$ cat src/hw/rgbbl_defines.svh
/*
  Offsets, field positions, reset values and timing counts of the RGB
  blanking and cut-off status block. Assumes a 25 MHz system clock.
*/
`ifndef RGBBL_DEFINES_SVH
`define RGBBL_DEFINES_SVH

// Register byte offsets
`define RGBBL_CTRL_OFS 32'h00000000
`define RGBBL_LEVEL_OFS 32'h00000004
`define RGBBL_STAT_OFS 32'h00000008
`define RGBBL_PHASE_OFS 32'h0000000c

// Control register fields
`define RGBBL_CB_ADJ_LSB 0
`define RGBBL_WB_PHASE_LSB 4
`define RGBBL_WB_EN_BIT 8
`define RGBBL_FORCE_BIT 9
`define RGBBL_REL_LSB 10
`define RGBBL_DBL_BIT 12
`define RGBBL_BLEND_BIT 13
`define RGBBL_BKS_BIT 14
`define RGBBL_CTRL_MASK 32'h00007fff
`define RGBBL_CTRL_RST 32'h00000000

// Level register fields and reset (nominal contrast, saturation, drive)
`define RGBBL_CONTRAST_LSB 0
`define RGBBL_SAT_LSB 8
`define RGBBL_DRIVE_LSB 16
`define RGBBL_BRIGHT_LSB 24
`define RGBBL_LEVEL_MASK 32'h3f0f3f3f
`define RGBBL_LEVEL_RST 32'h20081620
`define RGBBL_CONTRAST_NOM 6'h20
`define RGBBL_SAT_NOM 6'h16
`define RGBBL_DRIVE_NOM 6'h08

// Line timing in line-locked clock pulses; clock periods in ps, overlaps in ns
`define RGBBL_CB_LEAD_LLC 40
`define RGBBL_CB_STEP_LLC 2
`define RGBBL_WB_BASE_LLC 8
`define RGBBL_WB_STEP_LLC 4
`define RGBBL_WB_WIDTH_LLC 60
`define RGBBL_LLC_PS_1F 145000
`define RGBBL_LLC_PS_2F 72500
`define RGBBL_WB_OVL_1F_NS 1000
`define RGBBL_WB_OVL_2F_NS 500
`define RGBBL_WB_OVL_1F_LLC ((`RGBBL_WB_OVL_1F_NS * 1000 + `RGBBL_LLC_PS_1F / 2) / `RGBBL_LLC_PS_1F)
`define RGBBL_WB_OVL_2F_LLC ((`RGBBL_WB_OVL_2F_NS * 1000 + `RGBBL_LLC_PS_2F / 2) / `RGBBL_LLC_PS_2F)

// Start-up hold of the out-of-range flag
`define RGBBL_MCLK_HZ 25000000
`define RGBBL_HOLD_MS 500
`define RGBBL_HOLD_CYCLES (`RGBBL_HOLD_MS * (`RGBBL_MCLK_HZ / 1000))

// Cut-off level thresholds in millivolts
`define RGBBL_LOOP_LO_MV 12'd1500
`define RGBBL_LOOP_HI_MV 12'd3500
`define RGBBL_WIN_LO_MV 12'd2400
`define RGBBL_WIN_HI_MV 12'd2600
`define RGBBL_DIR_MV 12'd2600

// Bus responses
`define RGBBL_RESP_OKAY 2'h0
`define RGBBL_RESP_SLVERR 2'h2

`endif

$ cat src/hw/rgbbl_pkg.sv
/*
  Types of the RGB blanking and cut-off status block: AXI4-Lite carriers
  and the cut-off measurement bundle. Assumes 32-bit AXI4-Lite data.
*/
package rgbbl_pkg;

  typedef struct packed {
    logic awvalid;
    logic [31:0] awaddr;
    logic wvalid;
    logic [31:0] wdata;
    logic [3:0] wstrb;
    logic bready;
    logic arvalid;
    logic [31:0] araddr;
    logic rready;
  } rgbbl_axi_req_t;

  typedef struct packed {
    logic awready;
    logic wready;
    logic bvalid;
    logic [1:0] bresp;
    logic arready;
    logic rvalid;
    logic [31:0] rdata;
    logic [1:0] rresp;
  } rgbbl_axi_rsp_t;

  // One cut-off measurement, levels in millivolts
  typedef struct packed {
    logic valid;
    logic [11:0] lvl_r;
    logic [11:0] lvl_g;
    logic [11:0] lvl_b;
  } rgbbl_cutoff_t;

endpackage

$ cat src/hw/rgbbl_axil.sv
/*
  AXI4-Lite slave shell: handshakes, write and read strobes, responses.
  Assumes the register file answers rd_data, rd_ok and wr_ok combinationally
  from the request addresses.
*/
`timescale 1ns/1ps
`include "rgbbl_defines.svh"

module rgbbl_axil
(
  input wire logic clk,
  input wire logic rst_n,
  input wire rgbbl_pkg::rgbbl_axi_req_t req,
  output rgbbl_pkg::rgbbl_axi_rsp_t rsp,
  output logic wr_en,
  input wire logic wr_ok,
  output logic rd_en,
  input wire logic [31:0] rd_data,
  input wire logic rd_ok
);
  import rgbbl_pkg::*;

  // Strobes mark the edge at which an address is taken
  assign wr_en = rsp.awready & req.awvalid & rsp.wready & req.wvalid;
  assign rd_en = rsp.arready & req.arvalid;

  // Write channel: address and data are taken together, one write at a time
  always_ff @(posedge clk or negedge rst_n)
  begin
    if (!rst_n)
    begin
      rsp.awready <= 1'b0;
      rsp.wready <= 1'b0;
      rsp.bvalid <= 1'b0;
      rsp.bresp <= `RGBBL_RESP_OKAY;
    end
    else
    begin
      if (rsp.awready)
      begin
        rsp.awready <= 1'b0;
        rsp.wready <= 1'b0;
      end
      else if (req.awvalid && req.wvalid && !rsp.bvalid)
      begin
        rsp.awready <= 1'b1;
        rsp.wready <= 1'b1;
      end
      if (wr_en)
      begin
        rsp.bvalid <= 1'b1;
        rsp.bresp <= wr_ok ? `RGBBL_RESP_OKAY : `RGBBL_RESP_SLVERR;
      end
      else if (req.bready)
        rsp.bvalid <= 1'b0;
    end
  end

  // Read channel: data captured at the address edge, held until taken
  always_ff @(posedge clk or negedge rst_n)
  begin
    if (!rst_n)
    begin
      rsp.arready <= 1'b0;
      rsp.rvalid <= 1'b0;
      rsp.rdata <= 32'h00000000;
      rsp.rresp <= `RGBBL_RESP_OKAY;
    end
    else
    begin
      if (rsp.arready)
        rsp.arready <= 1'b0;
      else if (req.arvalid && !rsp.rvalid)
        rsp.arready <= 1'b1;
      if (rd_en)
      begin
        rsp.rvalid <= 1'b1;
        rsp.rdata <= rd_ok ? rd_data : 32'h00000000;
        rsp.rresp <= rd_ok ? `RGBBL_RESP_OKAY : `RGBBL_RESP_SLVERR;
      end
      else if (req.rready)
        rsp.rvalid <= 1'b0;
    end
  end

endmodule

$ cat src/hw/rgbbl_top.sv
/*
  RGB output blanking, wide blanking, cathode loop start-up sequencing and
  cut-off status, with control over AXI4-Lite.
  Assumes the line-locked clock, flyback, sync and cut-off measurement
  inputs are asynchronous pins; cut-off levels are stable while valid is high.
*/
// Functional notes
// - Counter blanking starts 40 LINE_LOCKED_CLOCK before flyback centre
// - Blanking ends on flyback trailing edge
// - Four-bit field shifts counter blanking start
// - Enable bit adds sync-locked wide blanking pulse
// - Four-bit field sets wide blanking phase
// - Wide pulse overlaps about 1 or 0.5 us
// - Release blanks outputs and enables calibration loop
// - Out-of-range flag set outside 1.5-3.5 V
// - Start-up blanking ends when flag falls
// - Flag cannot clear for 0.5 s after release
// - Force bit holds outputs blanked
// - Window-ok when lowest level within 2.5+-0.1 V
// - Direction bit: lowest level above 2.6 V
// - Overlay mode: fast switch or blending
// - Control bit enables black level stretch
// - Overlay input gets only brightness control
// - Contrast 32 and saturation 22 are nominal
// - Drive level 1000 binary is nominal
// - Phase detector referenced to sync leading edge
`timescale 1ns/1ps
`include "rgbbl_defines.svh"

module rgbbl_top
#(
  parameter int LW = 11,
  parameter int unsigned HOLD_CYCLES = `RGBBL_HOLD_CYCLES
)
(
  input wire logic MCLK,
  input wire logic RST_N,
  input wire logic LINE_LOCKED_CLOCK,
  input wire logic FLYBACK,
  input wire logic HSYNC,
  input wire rgbbl_pkg::rgbbl_cutoff_t CUTOFF,
  input wire rgbbl_pkg::rgbbl_axi_req_t AXI_REQ,
  output rgbbl_pkg::rgbbl_axi_rsp_t AXI_RSP,
  output logic RGB_BLANK,
  output logic CCC_ENABLE,
  output logic OVERLAY_BLEND,
  output logic BLACK_STRETCH,
  output logic signed [6:0] CONTRAST_DELTA,
  output logic signed [6:0] SATURATION_DELTA,
  output logic signed [6:0] DRIVE_DELTA,
  output logic [5:0] MAIN_BRIGHTNESS,
  output logic [5:0] OVL_BRIGHTNESS,
  output logic [LW-1:0] HPHASE
);
  import rgbbl_pkg::*;

  logic [2:0] pin_s1;
  logic [2:0] pin_s2;
  logic [2:0] pin_d;
  rgbbl_cutoff_t cut_s1;
  rgbbl_cutoff_t cut_s2;
  logic cut_vd;
  logic llc_rise;
  logic fb_rise;
  logic fb_fall;
  logic hs_rise;
  logic meas_new;
  logic [31:0] ctrl;
  logic [31:0] level;
  logic wr_en;
  logic wr_ok;
  logic rd_en;
  logic [31:0] rd_data;
  logic rd_ok;
  logic [LW-1:0] cnt;
  logic [LW-1:0] fb_lead;
  logic [LW-1:0] cb_start_pos;
  logic cb_ok;
  logic cb_active;
  logic wb_active;
  logic [LW-1:0] wb_start;
  logic [LW-1:0] wb_end;
  logic [LW-1:0] ovl;
  logic [LW-1:0] next_centre;
  logic [LW:0] next_cb_start;
  logic released;
  logic rel_d;
  logic rel_rise;
  logic [23:0] hold_cnt;
  logic loop_flag;
  logic startup_blank;
  logic window_ok;
  logic above_thr;
  logic [11:0] lowest;
  logic out_of_range;
  logic force_blank;
  logic wb_en;

  // Smaller of two levels
  function automatic logic [11:0] min_mv(input logic [11:0] a, input logic [11:0] b);
    min_mv = (a < b) ? a : b;
  endfunction

  // Level lies inside [lo, hi]
  function automatic logic in_range(input logic [11:0] v, input logic [11:0] lo, input logic [11:0] hi);
    in_range = (v >= lo) && (v <= hi);
  endfunction

  // Byte-lane merge of a register write
  function automatic logic [31:0] merge(input logic [31:0] old, input logic [31:0] d, input logic [3:0] s);
    merge = old;
    for (int i = 0; i < 4; i++)
      if (s[i])
        merge[i*8 +: 8] = d[i*8 +: 8];
  endfunction

  // Signed distance of a setting from its nominal code
  function automatic logic signed [6:0] nom_delta(input logic [5:0] v, input logic [5:0] nom);
    nom_delta = $signed({1'b0, v}) - $signed({1'b0, nom});
  endfunction

  // Two-flop synchronisers on every pin; the third stage feeds edge detection
  always_ff @(posedge MCLK or negedge RST_N)
  begin
    if (!RST_N)
    begin
      pin_s1 <= 3'h0;
      pin_s2 <= 3'h0;
      pin_d <= 3'h0;
      cut_s1 <= '0;
      cut_s2 <= '0;
      cut_vd <= 1'b0;
    end
    else
    begin
      pin_s1 <= {LINE_LOCKED_CLOCK, FLYBACK, HSYNC};
      pin_s2 <= pin_s1;
      pin_d <= pin_s2;
      cut_s1 <= CUTOFF;
      cut_s2 <= cut_s1;
      cut_vd <= cut_s2.valid;
    end
  end

  assign llc_rise = pin_s2[2] & ~pin_d[2];
  assign fb_rise = pin_s2[1] & ~pin_d[1];
  assign fb_fall = ~pin_s2[1] & pin_d[1];
  assign hs_rise = pin_s2[0] & ~pin_d[0];
  assign meas_new = cut_s2.valid & ~cut_vd;

  // Control fields
  assign force_blank = ctrl[`RGBBL_FORCE_BIT];
  assign wb_en = ctrl[`RGBBL_WB_EN_BIT];
  assign released = &ctrl[`RGBBL_REL_LSB +: 2];
  assign rel_rise = released & ~rel_d;

  // Register writes; only the two control words are writable
  assign wr_ok = (AXI_REQ.awaddr == `RGBBL_CTRL_OFS) || (AXI_REQ.awaddr == `RGBBL_LEVEL_OFS);
  always_ff @(posedge MCLK or negedge RST_N)
  begin
    if (!RST_N)
    begin
      ctrl <= `RGBBL_CTRL_RST;
      level <= `RGBBL_LEVEL_RST;
    end
    else if (wr_en)
    begin
      if (AXI_REQ.awaddr == `RGBBL_CTRL_OFS)
        ctrl <= merge(ctrl, AXI_REQ.wdata, AXI_REQ.wstrb) & `RGBBL_CTRL_MASK;
      else if (AXI_REQ.awaddr == `RGBBL_LEVEL_OFS)
        level <= merge(level, AXI_REQ.wdata, AXI_REQ.wstrb) & `RGBBL_LEVEL_MASK;
    end
  end

  // Read decode; unmapped addresses answer with an error
  always_comb
  begin
    rd_data = 32'h00000000;
    rd_ok = 1'b1;
    unique case (AXI_REQ.araddr)
      `RGBBL_CTRL_OFS: rd_data = ctrl;
      `RGBBL_LEVEL_OFS: rd_data = level;
      `RGBBL_STAT_OFS: rd_data = {26'h0, RGB_BLANK, startup_blank, released, above_thr, window_ok, loop_flag};
      `RGBBL_PHASE_OFS: rd_data = {5'h0, cb_start_pos, 5'h0, HPHASE};
      default: rd_ok = 1'b0;
    endcase
  end

  rgbbl_axil u_axil
  (
    .clk(MCLK),
    .rst_n(RST_N),
    .req(AXI_REQ),
    .rsp(AXI_RSP),
    .wr_en(wr_en),
    .wr_ok(wr_ok),
    .rd_en(rd_en),
    .rd_data(rd_data),
    .rd_ok(rd_ok)
  );

  // Line counter of LINE_LOCKED_CLOCK pulses, restarted at each sync leading edge
  always_ff @(posedge MCLK or negedge RST_N)
  begin
    if (!RST_N)
      cnt <= '0;
    else if (hs_rise)
      cnt <= '0;
    else if (llc_rise)
      cnt <= cnt + 1'b1;
  end

  // Flyback centre measured this line predicts next line; negative start clips to zero
  assign next_centre = LW'((({1'b0, fb_lead} + {1'b0, cnt}) >> 1));
  assign next_cb_start = {1'b0, next_centre} - (LW+1)'(`RGBBL_CB_LEAD_LLC)
    - (LW+1)'(ctrl[`RGBBL_CB_ADJ_LSB +: 4] * `RGBBL_CB_STEP_LLC);

  // Flyback edges: phase of the flyback centre from the sync edge, blank start
  always_ff @(posedge MCLK or negedge RST_N)
  begin
    if (!RST_N)
    begin
      fb_lead <= '0;
      cb_start_pos <= '0;
      cb_ok <= 1'b0;
      HPHASE <= '0;
    end
    else
    begin
      if (fb_rise)
        fb_lead <= cnt;
      if (fb_fall)
      begin
        HPHASE <= next_centre;
        cb_start_pos <= next_cb_start[LW] ? '0 : next_cb_start[LW-1:0];
        cb_ok <= 1'b1;
      end
    end
  end

  // Counter blanking: started by count, ended only by the flyback
  always_ff @(posedge MCLK or negedge RST_N)
  begin
    if (!RST_N)
      cb_active <= 1'b0;
    else if (fb_fall)
      cb_active <= 1'b0;
    else if (llc_rise && cb_ok && cnt == cb_start_pos)
      cb_active <= 1'b1;
  end

  // Wide pulse tied to the sync edge only, so a shrunk scan never shows picture edges
  assign ovl = ctrl[`RGBBL_DBL_BIT] ? LW'(`RGBBL_WB_OVL_2F_LLC) : LW'(`RGBBL_WB_OVL_1F_LLC);
  assign wb_start = LW'(`RGBBL_WB_BASE_LLC + ctrl[`RGBBL_WB_PHASE_LSB +: 4] * `RGBBL_WB_STEP_LLC);
  assign wb_end = wb_start + LW'(`RGBBL_WB_WIDTH_LLC) + (ovl << 1);
  always_ff @(posedge MCLK or negedge RST_N)
  begin
    if (!RST_N)
      wb_active <= 1'b0;
    else if (!wb_en)
      wb_active <= 1'b0;
    else if (llc_rise && cnt == wb_start)
      wb_active <= 1'b1;
    else if (llc_rise && cnt == wb_end)
      wb_active <= 1'b0;
  end

  // Cut-off measurement evaluation
  assign lowest = min_mv(min_mv(cut_s2.lvl_r, cut_s2.lvl_g), cut_s2.lvl_b);
  assign out_of_range = !in_range(cut_s2.lvl_r, `RGBBL_LOOP_LO_MV, `RGBBL_LOOP_HI_MV)
    || !in_range(cut_s2.lvl_g, `RGBBL_LOOP_LO_MV, `RGBBL_LOOP_HI_MV)
    || !in_range(cut_s2.lvl_b, `RGBBL_LOOP_LO_MV, `RGBBL_LOOP_HI_MV);
  always_ff @(posedge MCLK or negedge RST_N)
  begin
    if (!RST_N)
    begin
      window_ok <= 1'b0;
      above_thr <= 1'b0;
    end
    else if (meas_new)
    begin
      window_ok <= in_range(lowest, `RGBBL_WIN_LO_MV, `RGBBL_WIN_HI_MV);
      above_thr <= lowest > `RGBBL_DIR_MV;
    end
  end

  // Start-up hold timer after the horizontal output is released
  always_ff @(posedge MCLK or negedge RST_N)
  begin
    if (!RST_N)
    begin
      rel_d <= 1'b0;
      hold_cnt <= '0;
    end
    else
    begin
      rel_d <= released;
      if (rel_rise)
        hold_cnt <= 24'(HOLD_CYCLES);
      else if (hold_cnt != '0)
        hold_cnt <= hold_cnt - 1'b1;
    end
  end

  // Out-of-range flag: forced on at release so a warm tube still waits out the hold
  always_ff @(posedge MCLK or negedge RST_N)
  begin
    if (!RST_N)
    begin
      loop_flag <= 1'b0;
      startup_blank <= 1'b0;
    end
    else if (rel_rise)
    begin
      loop_flag <= 1'b1;
      startup_blank <= 1'b1;
    end
    else if (meas_new && out_of_range)
      loop_flag <= 1'b1;
    else if (meas_new && hold_cnt == '0 && loop_flag)
    begin
      loop_flag <= 1'b0;
      startup_blank <= 1'b0;
    end
  end

  // Output stage; force blank overrides the loop state
  always_ff @(posedge MCLK or negedge RST_N)
  begin
    if (!RST_N)
    begin
      RGB_BLANK <= 1'b1;
      CCC_ENABLE <= 1'b0;
    end
    else
    begin
      RGB_BLANK <= force_blank | startup_blank | cb_active | wb_active;
      CCC_ENABLE <= released;
    end
  end

  // Picture controls; overlay input sees brightness only
  always_ff @(posedge MCLK or negedge RST_N)
  begin
    if (!RST_N)
    begin
      OVERLAY_BLEND <= 1'b0;
      BLACK_STRETCH <= 1'b0;
      CONTRAST_DELTA <= '0;
      SATURATION_DELTA <= '0;
      DRIVE_DELTA <= '0;
      MAIN_BRIGHTNESS <= '0;
      OVL_BRIGHTNESS <= '0;
    end
    else
    begin
      OVERLAY_BLEND <= ctrl[`RGBBL_BLEND_BIT];
      BLACK_STRETCH <= ctrl[`RGBBL_BKS_BIT];
      CONTRAST_DELTA <= nom_delta(level[`RGBBL_CONTRAST_LSB +: 6], `RGBBL_CONTRAST_NOM);
      SATURATION_DELTA <= nom_delta(level[`RGBBL_SAT_LSB +: 6], `RGBBL_SAT_NOM);
      DRIVE_DELTA <= nom_delta({2'h0, level[`RGBBL_DRIVE_LSB +: 4]}, `RGBBL_DRIVE_NOM);
      MAIN_BRIGHTNESS <= level[`RGBBL_BRIGHT_LSB +: 6];
      OVL_BRIGHTNESS <= level[`RGBBL_BRIGHT_LSB +: 6];
    end
  end

  // Checks
  property p_release_blank;
    @(posedge MCLK) disable iff (!RST_N) rel_rise |=> loop_flag && startup_blank ##1 RGB_BLANK && CCC_ENABLE;
  endproperty
  a_release_blank: assert property (p_release_blank) else $error("release did not blank");

  property p_hold_flag;
    @(posedge MCLK) disable iff (!RST_N) (loop_flag && hold_cnt != '0 && !rel_rise) |=> loop_flag;
  endproperty
  a_hold_flag: assert property (p_hold_flag) else $error("flag cleared during hold");

  property p_unblank;
    @(posedge MCLK) disable iff (!RST_N) $fell(loop_flag) |-> !startup_blank
      ##1 (RGB_BLANK == ($past(force_blank) || $past(cb_active) || $past(wb_active)));
  endproperty
  a_unblank: assert property (p_unblank) else $error("start-up blank kept");

  property p_force;
    @(posedge MCLK) disable iff (!RST_N) force_blank [*2] |-> RGB_BLANK;
  endproperty
  a_force: assert property (p_force) else $error("force blank ignored");

  property p_trail;
    @(posedge MCLK) disable iff (!RST_N) fb_fall |=> !cb_active;
  endproperty
  a_trail: assert property (p_trail) else $error("blank not ended by flyback");

  property p_cb_start;
    @(posedge MCLK) disable iff (!RST_N) (llc_rise && cb_ok && cnt == cb_start_pos && !fb_fall) |=> cb_active ##1 RGB_BLANK;
  endproperty
  a_cb_start: assert property (p_cb_start) else $error("counter blank late");

  property p_oor;
    @(posedge MCLK) disable iff (!RST_N) (meas_new && out_of_range) |=> loop_flag;
  endproperty
  a_oor: assert property (p_oor) else $error("out of range not flagged");

  property p_wide_off;
    @(posedge MCLK) disable iff (!RST_N) !wb_en |=> !wb_active;
  endproperty
  a_wide_off: assert property (p_wide_off) else $error("wide blank while disabled");

  property p_window;
    @(posedge MCLK) disable iff (!RST_N) meas_new && lowest < `RGBBL_WIN_LO_MV |=> !window_ok && !above_thr;
  endproperty
  a_window: assert property (p_window) else $error("window bits wrong");

  property p_line_start;
    @(posedge MCLK) disable iff (!RST_N) hs_rise |=> cnt == '0;
  endproperty
  a_line_start: assert property (p_line_start) else $error("line count not restarted");

  c_unblank: cover property (@(posedge MCLK) disable iff (!RST_N) $fell(startup_blank));
  c_wide: cover property (@(posedge MCLK) disable iff (!RST_N) $rose(wb_active));
  c_cb: cover property (@(posedge MCLK) disable iff (!RST_N) $rose(cb_active) ##[1:600] $fell(cb_active));

endmodule

$ cat config.mk
export PLATFORM = sky130hd
export DESIGN_NAME = rgbbl_top
export DESIGN_NICKNAME = d
export VERILOG_FILES = /design/src/hw/rgbbl_pkg.sv /design/src/hw/rgbbl_axil.sv /design/src/hw/rgbbl_top.sv
export VERILOG_INCLUDE_DIRS = /design/src /design/src/hw
export SDC_FILE = /design/constraint.sdc
export NUM_CORES = 1
export LEC_CHECK = 0
export ABC_AREA = 0
export BUFFER_PORTS_ARGS = -buffer_cell sky130_fd_sc_hd__buf_2
export CAP_MARGIN = 20
export CORE_ASPECT_RATIO = 1.1
export CORE_MARGIN = 2
export CORE_UTILIZATION = 45
export DETAILED_ROUTE_END_ITERATION = 6
export PLACE_DENSITY_LB_ADDON = 0.05
export REMOVE_ABC_BUFFERS = 1
export SYNTH_ARGS = -nofsm -noshare
export SYNTH_HDL_FRONTEND = slang
export SYNTH_SLANG_ARGS = --single-unit
$ cat constraint.sdc
create_clock -name MCLK -period 4.5 [get_ports MCLK]
set_input_delay 0.675 -clock MCLK [delete_from_list [all_inputs] [get_ports MCLK]]
set_output_delay 0.675 -clock MCLK [all_outputs]
set_load 0.02 [all_outputs]
* Word level (Yosys, flattened, before mapping) *
Index checks and enable logic that the tools add are counted.

word-level totals
  register bits = 266
  latch bits = 0
  bits in writable memories = 0
  memory bits (read-only) = 0
  input bits = 147
  output and inout bits = 89
  memories = 0

operators by class
  $add $sub $neg = 11
  multiply operators = 0
  div/mod/pow operators = 0
  $lt $le $gt $ge = 11
  equal/unequal tests = 9
  shift operators = 0
  muxes and demuxes = 30
  bitwise logic cells = 20
  reductions and logical operators = 43

operators with widths
  operator                                                number
  case mux 30 bit (4 select lines)                        1
  equality test 32 x 3 -> 1 bit (second input constant)   2
  equality test 32 x 4 -> 1 bit (second input constant)   2
  zero test 32 bit                                        2
  <= comparator 12 bit (second input constant)            4
  2-to-1 mux 24 bit                                       2
  >= comparator 12 x 11 -> 1 bit (second input constant)  3
  2-to-1 mux 11 bit                                       3
  2-to-1 mux 30 bit                                       1
  zero test 24 bit                                        1
  less-than comparator 12 bit                             2
  2-to-1 mux 12 bit                                       2
  nonzero test 24 bit                                     1
  subtractor 24 x 1 -> 24 bit (second input constant)     1
  2-to-1 mux 1 bit                                        17
  AND reduction 4 bit                                     4
  logical AND 1 bit                                       14
  nonzero test 2 bit                                      7
  adder 11 x 11 -> 12 bit                                 1
  >= comparator 12 bit (second input constant)            1
  > comparator 12 bit (second input constant)             1
  subtractor 11 x 6 -> 12 bit (second input constant)     1
  subtractor 12 x 5 -> 12 bit                             1
  adder 11 x 1 -> 11 bit (second input constant)          1
  other kinds (21)                                        49

* Depth between registers and ports, before layout *
Gate-level depths: netlist of run 1.

  word-level depth = 8
  depth in mapped cells = 18

* By module *
Synthesis of run 1 repeated with hierarchy kept, for this count alone.

second synthesis, totals
  cells, all modules = 1101
  area, all modules = 12234.2 um2

by module, submodules not included
  module      times used  cells an instance  area an instance (um2)
  rgbbl_top   1           931                10492.6
  rgbbl_axil  1           170                1741.7

* Least setup slack after synthesis of run 1 *
OpenSTA, ideal clock, no wires.

  path type = register to register
  start point = reg cut_s2[21] (netlist bit)
  end point = reg above_thr
  arrival = 3.730 ns
  required time = 4.374 ns
  slack = 0.644 ns
  cell stages (with the launch flop) = 18
  buffers on the path = 2
  cell sequence = dfrtp_1 inv_1 ha_1 a21o_1 a211oi_1 and3_1 a221o_1 clkbuf_1 clkbuf_1 o21ai_0 ha_1 a2111oi_0 o21ai_0 o21ai_0 o21ai_0 a21oi_1 nor4b_1 a221o_1

on the way
  cells in the longest elaborated chain, start to end = 5

RTL lines
  element                                   RTL line          text
  start, declared                           rgbbl_top.sv:61   rgbbl_cutoff_t cut_s2;
  start signal, assigned                    rgbbl_top.sv:140  cut_s2 <= cut_s1;
  less-than comparator 12 bit               rgbbl_top.sv:101  min_mv = (a < b) ? a : b;
  2-to-1 mux 12 bit (*)                     rgbbl_top.sv:101
  less-than comparator 12 bit               rgbbl_top.sv:101
  2-to-1 mux 12 bit (*)                     rgbbl_top.sv:101
  > comparator 12 bit (no source line) (*)  --
  end signal, assigned                      rgbbl_top.sv:283  above_thr <= lowest > `RGBBL_DIR_MV;
  end, declared                             rgbbl_top.sv:93   logic above_thr;

Mark *: on every way between the ends. The rest lies on a longest branch, timed or not.
A chain may end at the register's enable or synchronous reset.

* Worst setup path after layout of run 1 *
  start point = reg cut_s2[21] (netlist bit)
  end point = reg window_ok

on the way
  cells in the longest elaborated chain, start to end = 6
  elaborated cells between the ends (all ways) = 7
  those cells by class = order compare (4); mux (2); reduce/logical (1)

RTL lines
  element                                                              RTL line          text
  less-than comparator 12 bit                                          rgbbl_top.sv:101
  2-to-1 mux 12 bit (*)                                                rgbbl_top.sv:101
  less-than comparator 12 bit                                          rgbbl_top.sv:101
  2-to-1 mux 12 bit (*)                                                rgbbl_top.sv:101
  >= comparator 12 bit / <= comparator 12 bit (equally long branches)  rgbbl_top.sv:106  in_range = (v >= lo) && (v <= hi);
  logical AND 1 bit (*)                                                rgbbl_top.sv:106
  end signal, assigned                                                 rgbbl_top.sv:282  window_ok <= in_range(lowest, `RGBBL_WIN_LO_MV, `RGBBL_WIN_HI_MV);
  end, declared                                                        rgbbl_top.sv:92   logic window_ok;

Marks and branches as above.

==> flow_summary.yaml, run 1 <==
yosys:
  synth_edf_count: 0
  yosysUniqueCellTypes: 66
  ys_seq_area_share_pct: 55.8
  synthArstFlopShare_pct: 100
  synth_top_cell_by_area: "dfrtp_1"
  yosysWarnings: 0
  synth_top_flop_cell: "dfrtp_1"
  syn_avg_cell_area_um2: 11.1
  ys_seq_elements: 259
  ys_top_cells_by_area: "dfrtp_1 54%, ha_1 5.3%, mux2_2 4.6%, nand2_1 3.9%, o21ai_0 2.8%"
  syn_area_mm2: 0.0116
  synth_top_area_share_pct: 54.2
  netlist_instances: 1051
setup_path:
  worstPathMaxFanout: 16
  critPathRequiredTime_ns: 4.95
  cp-start-kind: "flop"
  cp_data_arrival_time_ns: 4.39
  critPathKind: "reg -> reg"
  endpoint_kind: "flop"
final_layout:
  fin_nets: 1470
  area_growth_pct: 20.6
  diodes: 0
  layout_common_cells: "252 x dfrtp_1, 222 x buf_2, 120 x nand2_1"
  fillers: 2285
  layout_commonest_cell: "dfrtp_1"
  drive_gt1_share_pct: 27.1
hold_path:
  hp-class: "in -> async"
sta:
  fin_setup_tns_ns: 0
  slew_headroom_pct: 30.5
  worst_pin_slew_ns: 1.04
  setup_violations: 0
  finalHoldViolCount: 0
  drv_slew: 0
  max_freq_mhz: 253
  rsz0062_at_grt: "false"
  finalClockSkew_ns: 0.0117
  period_share_pct: 87.7
  hold_slack_ns: 0.157
  min_period_ns: 3.95
floorplan:
  die_w_um: 157
  die_area_mm2: 0.0272
  fp.dieH_um: 173
  io_pins: 236
  start_util_pct: 45.9
  fp.coreArea_mm2: 0.0253
  num_rows: 61
power_and_ir_drop:
  p_total_mw: 5.24
  p_leak_nw: 7.07
  pwr-share-comb_pct: 8.4
  vdd_ir_drop_max_mv: 0.361
  power.share.clock_pct: 44.2
  p_int_mw: 3.99
  p_sw_mw: 1.26
  pwr-share-seq_pct: 47.4
  swShare_pct: 23.9
  power_density_mw_per_mm2: 374
cts:
  cts_inserted_buffers: 28
  htreeDepth: 1
  cts.repair.resized: 0
  cts-root-buf: "clkbuf_16"
  clk_path_buf_depth: 3
  cts.clk_slew.worst_paths_ns: 0.06
  cts_sinks: 259
  tritoncts: "built"
  post_cts_buffers: 0
  insertion_delay_ns: 0.53
  ctsHoldBuffers: 0
grt:
  grt_max_degree: 105
  grt_pass1_wl_um: 43900
  grt-ovfl-total: 0
  grt_pass1_vias: 8200
  grt_use_total_pct: 20.4
  antenna_found_initial: 0
placement:
  place_hpwl_um: 20600
  portBuffers: 223
  place_congestion: 0.818
drt:
  drc: 0
  wl_um: 27500
  drtAntennaViolNets: 0
  drtPass1Iterations: 5
  vias_per_cell: 5.13
  vias: 8401
  wl_per_cell_um: 16.8
  drt_iter0_drc: 397
status:
  outcome: "complete, no violations"
flow_run:
  drv_cap: 0
## per-stage QoR
step                      utilization (%)  setup slack [ns]  cell area, um^2  cells
after floorplan                         -             0.866            11400   1006
after global placement               51.6             0.620            13100   1587
after detailed placement             51.6             0.596            13100   1588
after CTS                            55.4             0.564            14000   1639
after global routing                 55.4             0.169            14000   1639
final                                55.4             0.554            14000   1639
## worst max-delay path: stages, from the launching register on
cell and delay (ns):
dfrtp_1 0.51, inv_1 0.09, ha_1 0.32, a21o_1 0.16
a211oi_1 0.35, and3_1 0.24, a221o_1 0.21, buf_4 0.22
o21ai_0 0.13, ha_1 0.29, o21ai_0 0.07, nand2b_1 0.07
a21oi_1 0.06, nor4_1 0.31, a21oi_1 0.20, or4_1 0.54
o2111ai_1 0.09
## power by group through the flow
| stage | Sequential, mW | Clock [mW] | Combinational, mW |
|---|---|---|---|
| 6_report | 2.48 | 2.32 | 0.442 |
| 3_3_place_gp | 2.52 | 0 | 0.442 |
| 2_1_floorplan | 2.54 | 0 | 0.192 |
| 3_5_place_dp | 2.53 | 0 | 0.449 |
| 5_1_grt | 2.49 | 2.49 | 0.505 |
| 4_1_cts | 2.48 | 2.38 | 0.451 |
## area by class of cell
cell class / instances / area, um^2 / share of cell area [%]
clock buffers: 38 / 790 / 5.63
clock inverters: 13 / 156 / 1.11
inverters: 51 / 191 / 1.36
multi-input cells: 696 / 4730 / 33.7
flip-flops and latches: 259 / 6490 / 46.3
well taps: 346 / 433 / 3.09
repair buffers: 236 / 1240 / 8.86
## layer usage
| layer | GRT usage, % | vias to the layer above | wire (um) |
|---|---|---|---|
| li1 | - | 4122 | - |
| met1 | 28.8 | 4040 | 12600 |
| met2 | 33.8 | 217 | 13100 |
| met3 | 3.26 | 22 | 1520 |
| met4 | 3.14 | 0 | 257 |
| met5 | 0 | - | 0 |
## path summary, 6_finish.rpt
kind | endpoint | depth (start not counted) | from | slack (ns)
min | cut_s2[23] | 1 | RST_N | 0.16
min in group MCLK | cut_s1[14] | 1 | CUTOFF[14] | 0.24
max in group asynchronous | level[29] | 2 | RST_N | 3.24
min reg2reg | cut_s2[6] | 0 | cut_s1[6] | 0.34
max | window_ok | 16 | cut_s2[21] | 0.55
max reg2reg | window_ok | 16 | cut_s2[21] | 0.55
## cells by family (layout without fill, tap and decap cells)
kind of cell | Yosys count | in the layout | share of synthesized area [%]
multiplexers | 63 | 63 | 5.93
other | 1 | 5 | 0.0322
buffers and inverters | 100 | 338 | 3.74
adder cells (fa/ha/maj) | 51 | 51 | 5.61
flip-flops | 259 | 259 | 55.8
AO/OA/AOI/OAI | 188 | 188 | 10.4
XOR/XNOR | 61 | 61 | 4.59
AND/OR/NAND/NOR | 328 | 328 | 13.9
## state kept, by name, summed over array words and instances (netlist names), 3 cells and up
register          count
CONTRAST_DELTA        6
DRIVE_DELTA           4
HPHASE               11
OVL_BRIGHTNESS        6
SATURATION_DELTA      7
cb_start_pos         11
cnt                  11
ctrl                 15
cut_s1               37
cut_s2               37
fb_lead              11
hold_cnt             24
level                22
pin_d                 3
pin_s1                3
pin_s2                3
u_axil.rsp           36
## cells in the mapped netlist (all sizes together), types with 18 or more instances
library cell	number
dfrtp	252
nand2	120
nor2	68
o21ai	66
inv	51
ha	49
mux2	48
xnor2	37
a21oi	34
clkbuf	31
nor4	26
nand3	25
xor2	24
buf	18
Note: power is estimated with default switching activity, not from simulation.
==> inputs of run 2 (changes only) <==
--- a/config.mk
+++ b/config.mk
@@ -14,6 +14,7 @@
 export CORE_UTILIZATION = 45
 export DETAILED_ROUTE_END_ITERATION = 6
 export PLACE_DENSITY_LB_ADDON = 0.05
+export RECOVER_POWER = 25
 export REMOVE_ABC_BUFFERS = 1
 export SYNTH_ARGS = -nofsm -noshare
 export SYNTH_HDL_FRONTEND = slang
==> run 2 against run 1 <==
Against the previous run:
- the run now ends with max-capacitance violations, max-slew violations left
- maximum frequency unchanged
- via count about the same
- register-to-register slack about the same
- critical path type unchanged
- worst hold slack improved by 0.086 ns
- total power is essentially flat
- design area about the same
- critical path depth unchanged
- count of clock-buffer cells in the layout unchanged
- first-iteration DRC count is the same
- clock power about the same
- clock skew hardly changed
==> flow_summary.yaml, run 2 (same netlist as run 1, synthesis figures left out) <==
final_layout:
  layout_commonest_cell: "dfrtp_1"
  diodes: 0
  fin_nets: 1470
  post-route-util_pct: 55.3
  drive_gt1_share_pct: 26.7
  layout_common_cells: "252 x dfrtp_1, 221 x buf_2, 120 x nand2_1"
  area_growth_pct: 20.5
  reg_top3: "cut_s1 (37), cut_s2 (37), u_axil.rsp (36)"
status:
  violations: "max-capacitance violations, max-slew violations"
  outcome: "complete, but fails checks"
sta:
  period_share_pct: 87.7
  fin_setup_tns_ns: 0
  slew_headroom_pct: -74.2
  finalClockSkew_ns: 0.0115
  setup_violations: 0
  drv_slew: 104
  worst_pin_slew_ns: 2.61
  rsz0062_at_grt: "false"
  min_period_ns: 3.95
  hold_slack_ns: 0.244
  finalHoldViolCount: 0
  max_freq_mhz: 253
cts:
  htreeDepth: 1
  post_cts_buffers: 0
  ctsHoldBuffers: 0
  tritoncts: "built"
  cts_inserted_buffers: 28
  cts-root-buf: "clkbuf_16"
  cts_sinks: 259
  cts.repair.resized: 0
  cts.clk_slew.worst_paths_ns: 0.06
  insertion_delay_ns: 0.53
  clk_path_buf_depth: 3
setup_path:
  worstPathMaxFanout: 16
  critPathKind: "reg -> reg"
  cp_data_arrival_time_ns: 4.39
  endpoint_kind: "flop"
  max_stage_delay_ns: 0.54
  cp-start-kind: "flop"
  critPathRequiredTime_ns: 4.95
  cp_cell_sequence: "inv_1, ha_1, a21o_1, a211oi_1, and3_1, a221o_1, buf_4, o21ai_0, ha_1, o21ai_0, nand2b_1, a21oi_1, nor4_1, a21oi_1, or4_1, o2111ai_1"
  critPathSlowestCell: "or4_1"
power_and_ir_drop:
  pwr-share-comb_pct: 8.4
  p_sw_mw: 1.26
  power_density_mw_per_mm2: 374
  pwr-share-seq_pct: 47.4
  swShare_pct: 24.0
  p_leak_nw: 7.06
  vdd_ir_drop_max_mv: 0.360
  power.share.clock_pct: 44.2
  p_int_mw: 3.99
floorplan:
  die_w_um: 157
  fp.dieH_um: 173
  io_pins: 236
  die_area_mm2: 0.0272
  start_util_pct: 45.9
  num_rows: 61
  fp.coreArea_mm2: 0.0253
drt:
  vias: 8396
  wl_um: 27500
  drtAntennaViolNets: 0
  wl_per_cell_um: 16.8
  vias_per_cell: 5.12
  drtPass1Iterations: 5
  drc: 0
  drt_iter0_drc: 397
grt:
  grt-ovfl-total: 0
  grt_max_degree: 105
  antenna_found_initial: 0
  grt_pass1_wl_um: 43900
  grt_pass1_vias: 8200
  grt_use_total_pct: 20.4
flow_run:
  drv_cap: 1
placement:
  place_hpwl_um: 20600
  place_congestion: 0.818
  portBuffers: 223
hold_path:
  hp-class: "in -> reg"
## run 2: changes by cell type in the layout (fill, tap and decap cells not counted), sizes merged
cell,delta
clkbuf,+2
buf,-2
## run 2: final timing paths
path	from	end	slack (ns)	cells after the start
setup reg to reg	cut_s2[21]	window_ok	0.55	16
hold / removal	CUTOFF[14]	cut_s1[14]	0.24	1
setup / recovery	cut_s2[21]	window_ok	0.55	16
hold reg to reg	cut_s1[6]	cut_s2[6]	0.34	0
max in group asynchronous	RST_N	level[29]	1.86	2
min in group asynchronous	RST_N	cut_s2[23]	0.92	1
## run 2: worst max-delay path: cells and delay by family (launching register included)
family | cells | cell delay (ns)
AOI/OAI and AO/OA | 8 | 1.27
DFF | 1 | 0.51
and+or+nand+nor | 4 | 1.16
adders and majority gates | 2 | 0.61
buffers and inverters | 2 | 0.31
## run 2: power by group through the flow
| stage | clock network, mW | registers (mW) | logic [mW] |
|---|---|---|---|
| 6_report | 2.32 | 2.48 | 0.442 |
| 3_3_place_gp | 0 | 2.52 | 0.442 |
| 5_1_grt | 2.49 | 2.49 | 0.504 |
| 4_1_cts | 2.38 | 2.48 | 0.451 |
| 2_1_floorplan | 0 | 2.54 | 0.192 |
| 3_5_place_dp | 0 | 2.53 | 0.449 |
## run 2: routing by layer
metal	up-vias	wire [um]	track usage, %	part of all wire, %
met5	-	0	0	0
met4	0	257	3.14	0.93
met3	22	1500	3.26	5.4
met2	214	13100	33.8	48
met1	4040	12700	28.8	46
li1	4120	-	-	-
## run 2: final cells by class
class,instances,area [um^2]
fillers,2287,11300
flip-flops and latches,259,6490
multi-input cells,696,4730
repair buffers,236,1230
clock buffers,38,790
well taps,346,433
inverters,51,191
clock inverters,13,156
## run 2: per-stage QoR
stage / cells / total power, mW / cell area (um^2) / setup slack, ns
after global routing: 1639 / 5.49 / 14000 / 0.169
after CTS: 1639 / 5.31 / 14000 / 0.564
after floorplan: 1006 / 2.73 / 11400 / 0.866
final: 1639 / 5.24 / 14000 / 0.554
after detailed placement: 1588 / 2.97 / 13100 / 0.596
after global placement: 1587 / 2.96 / 13100 / 0.620
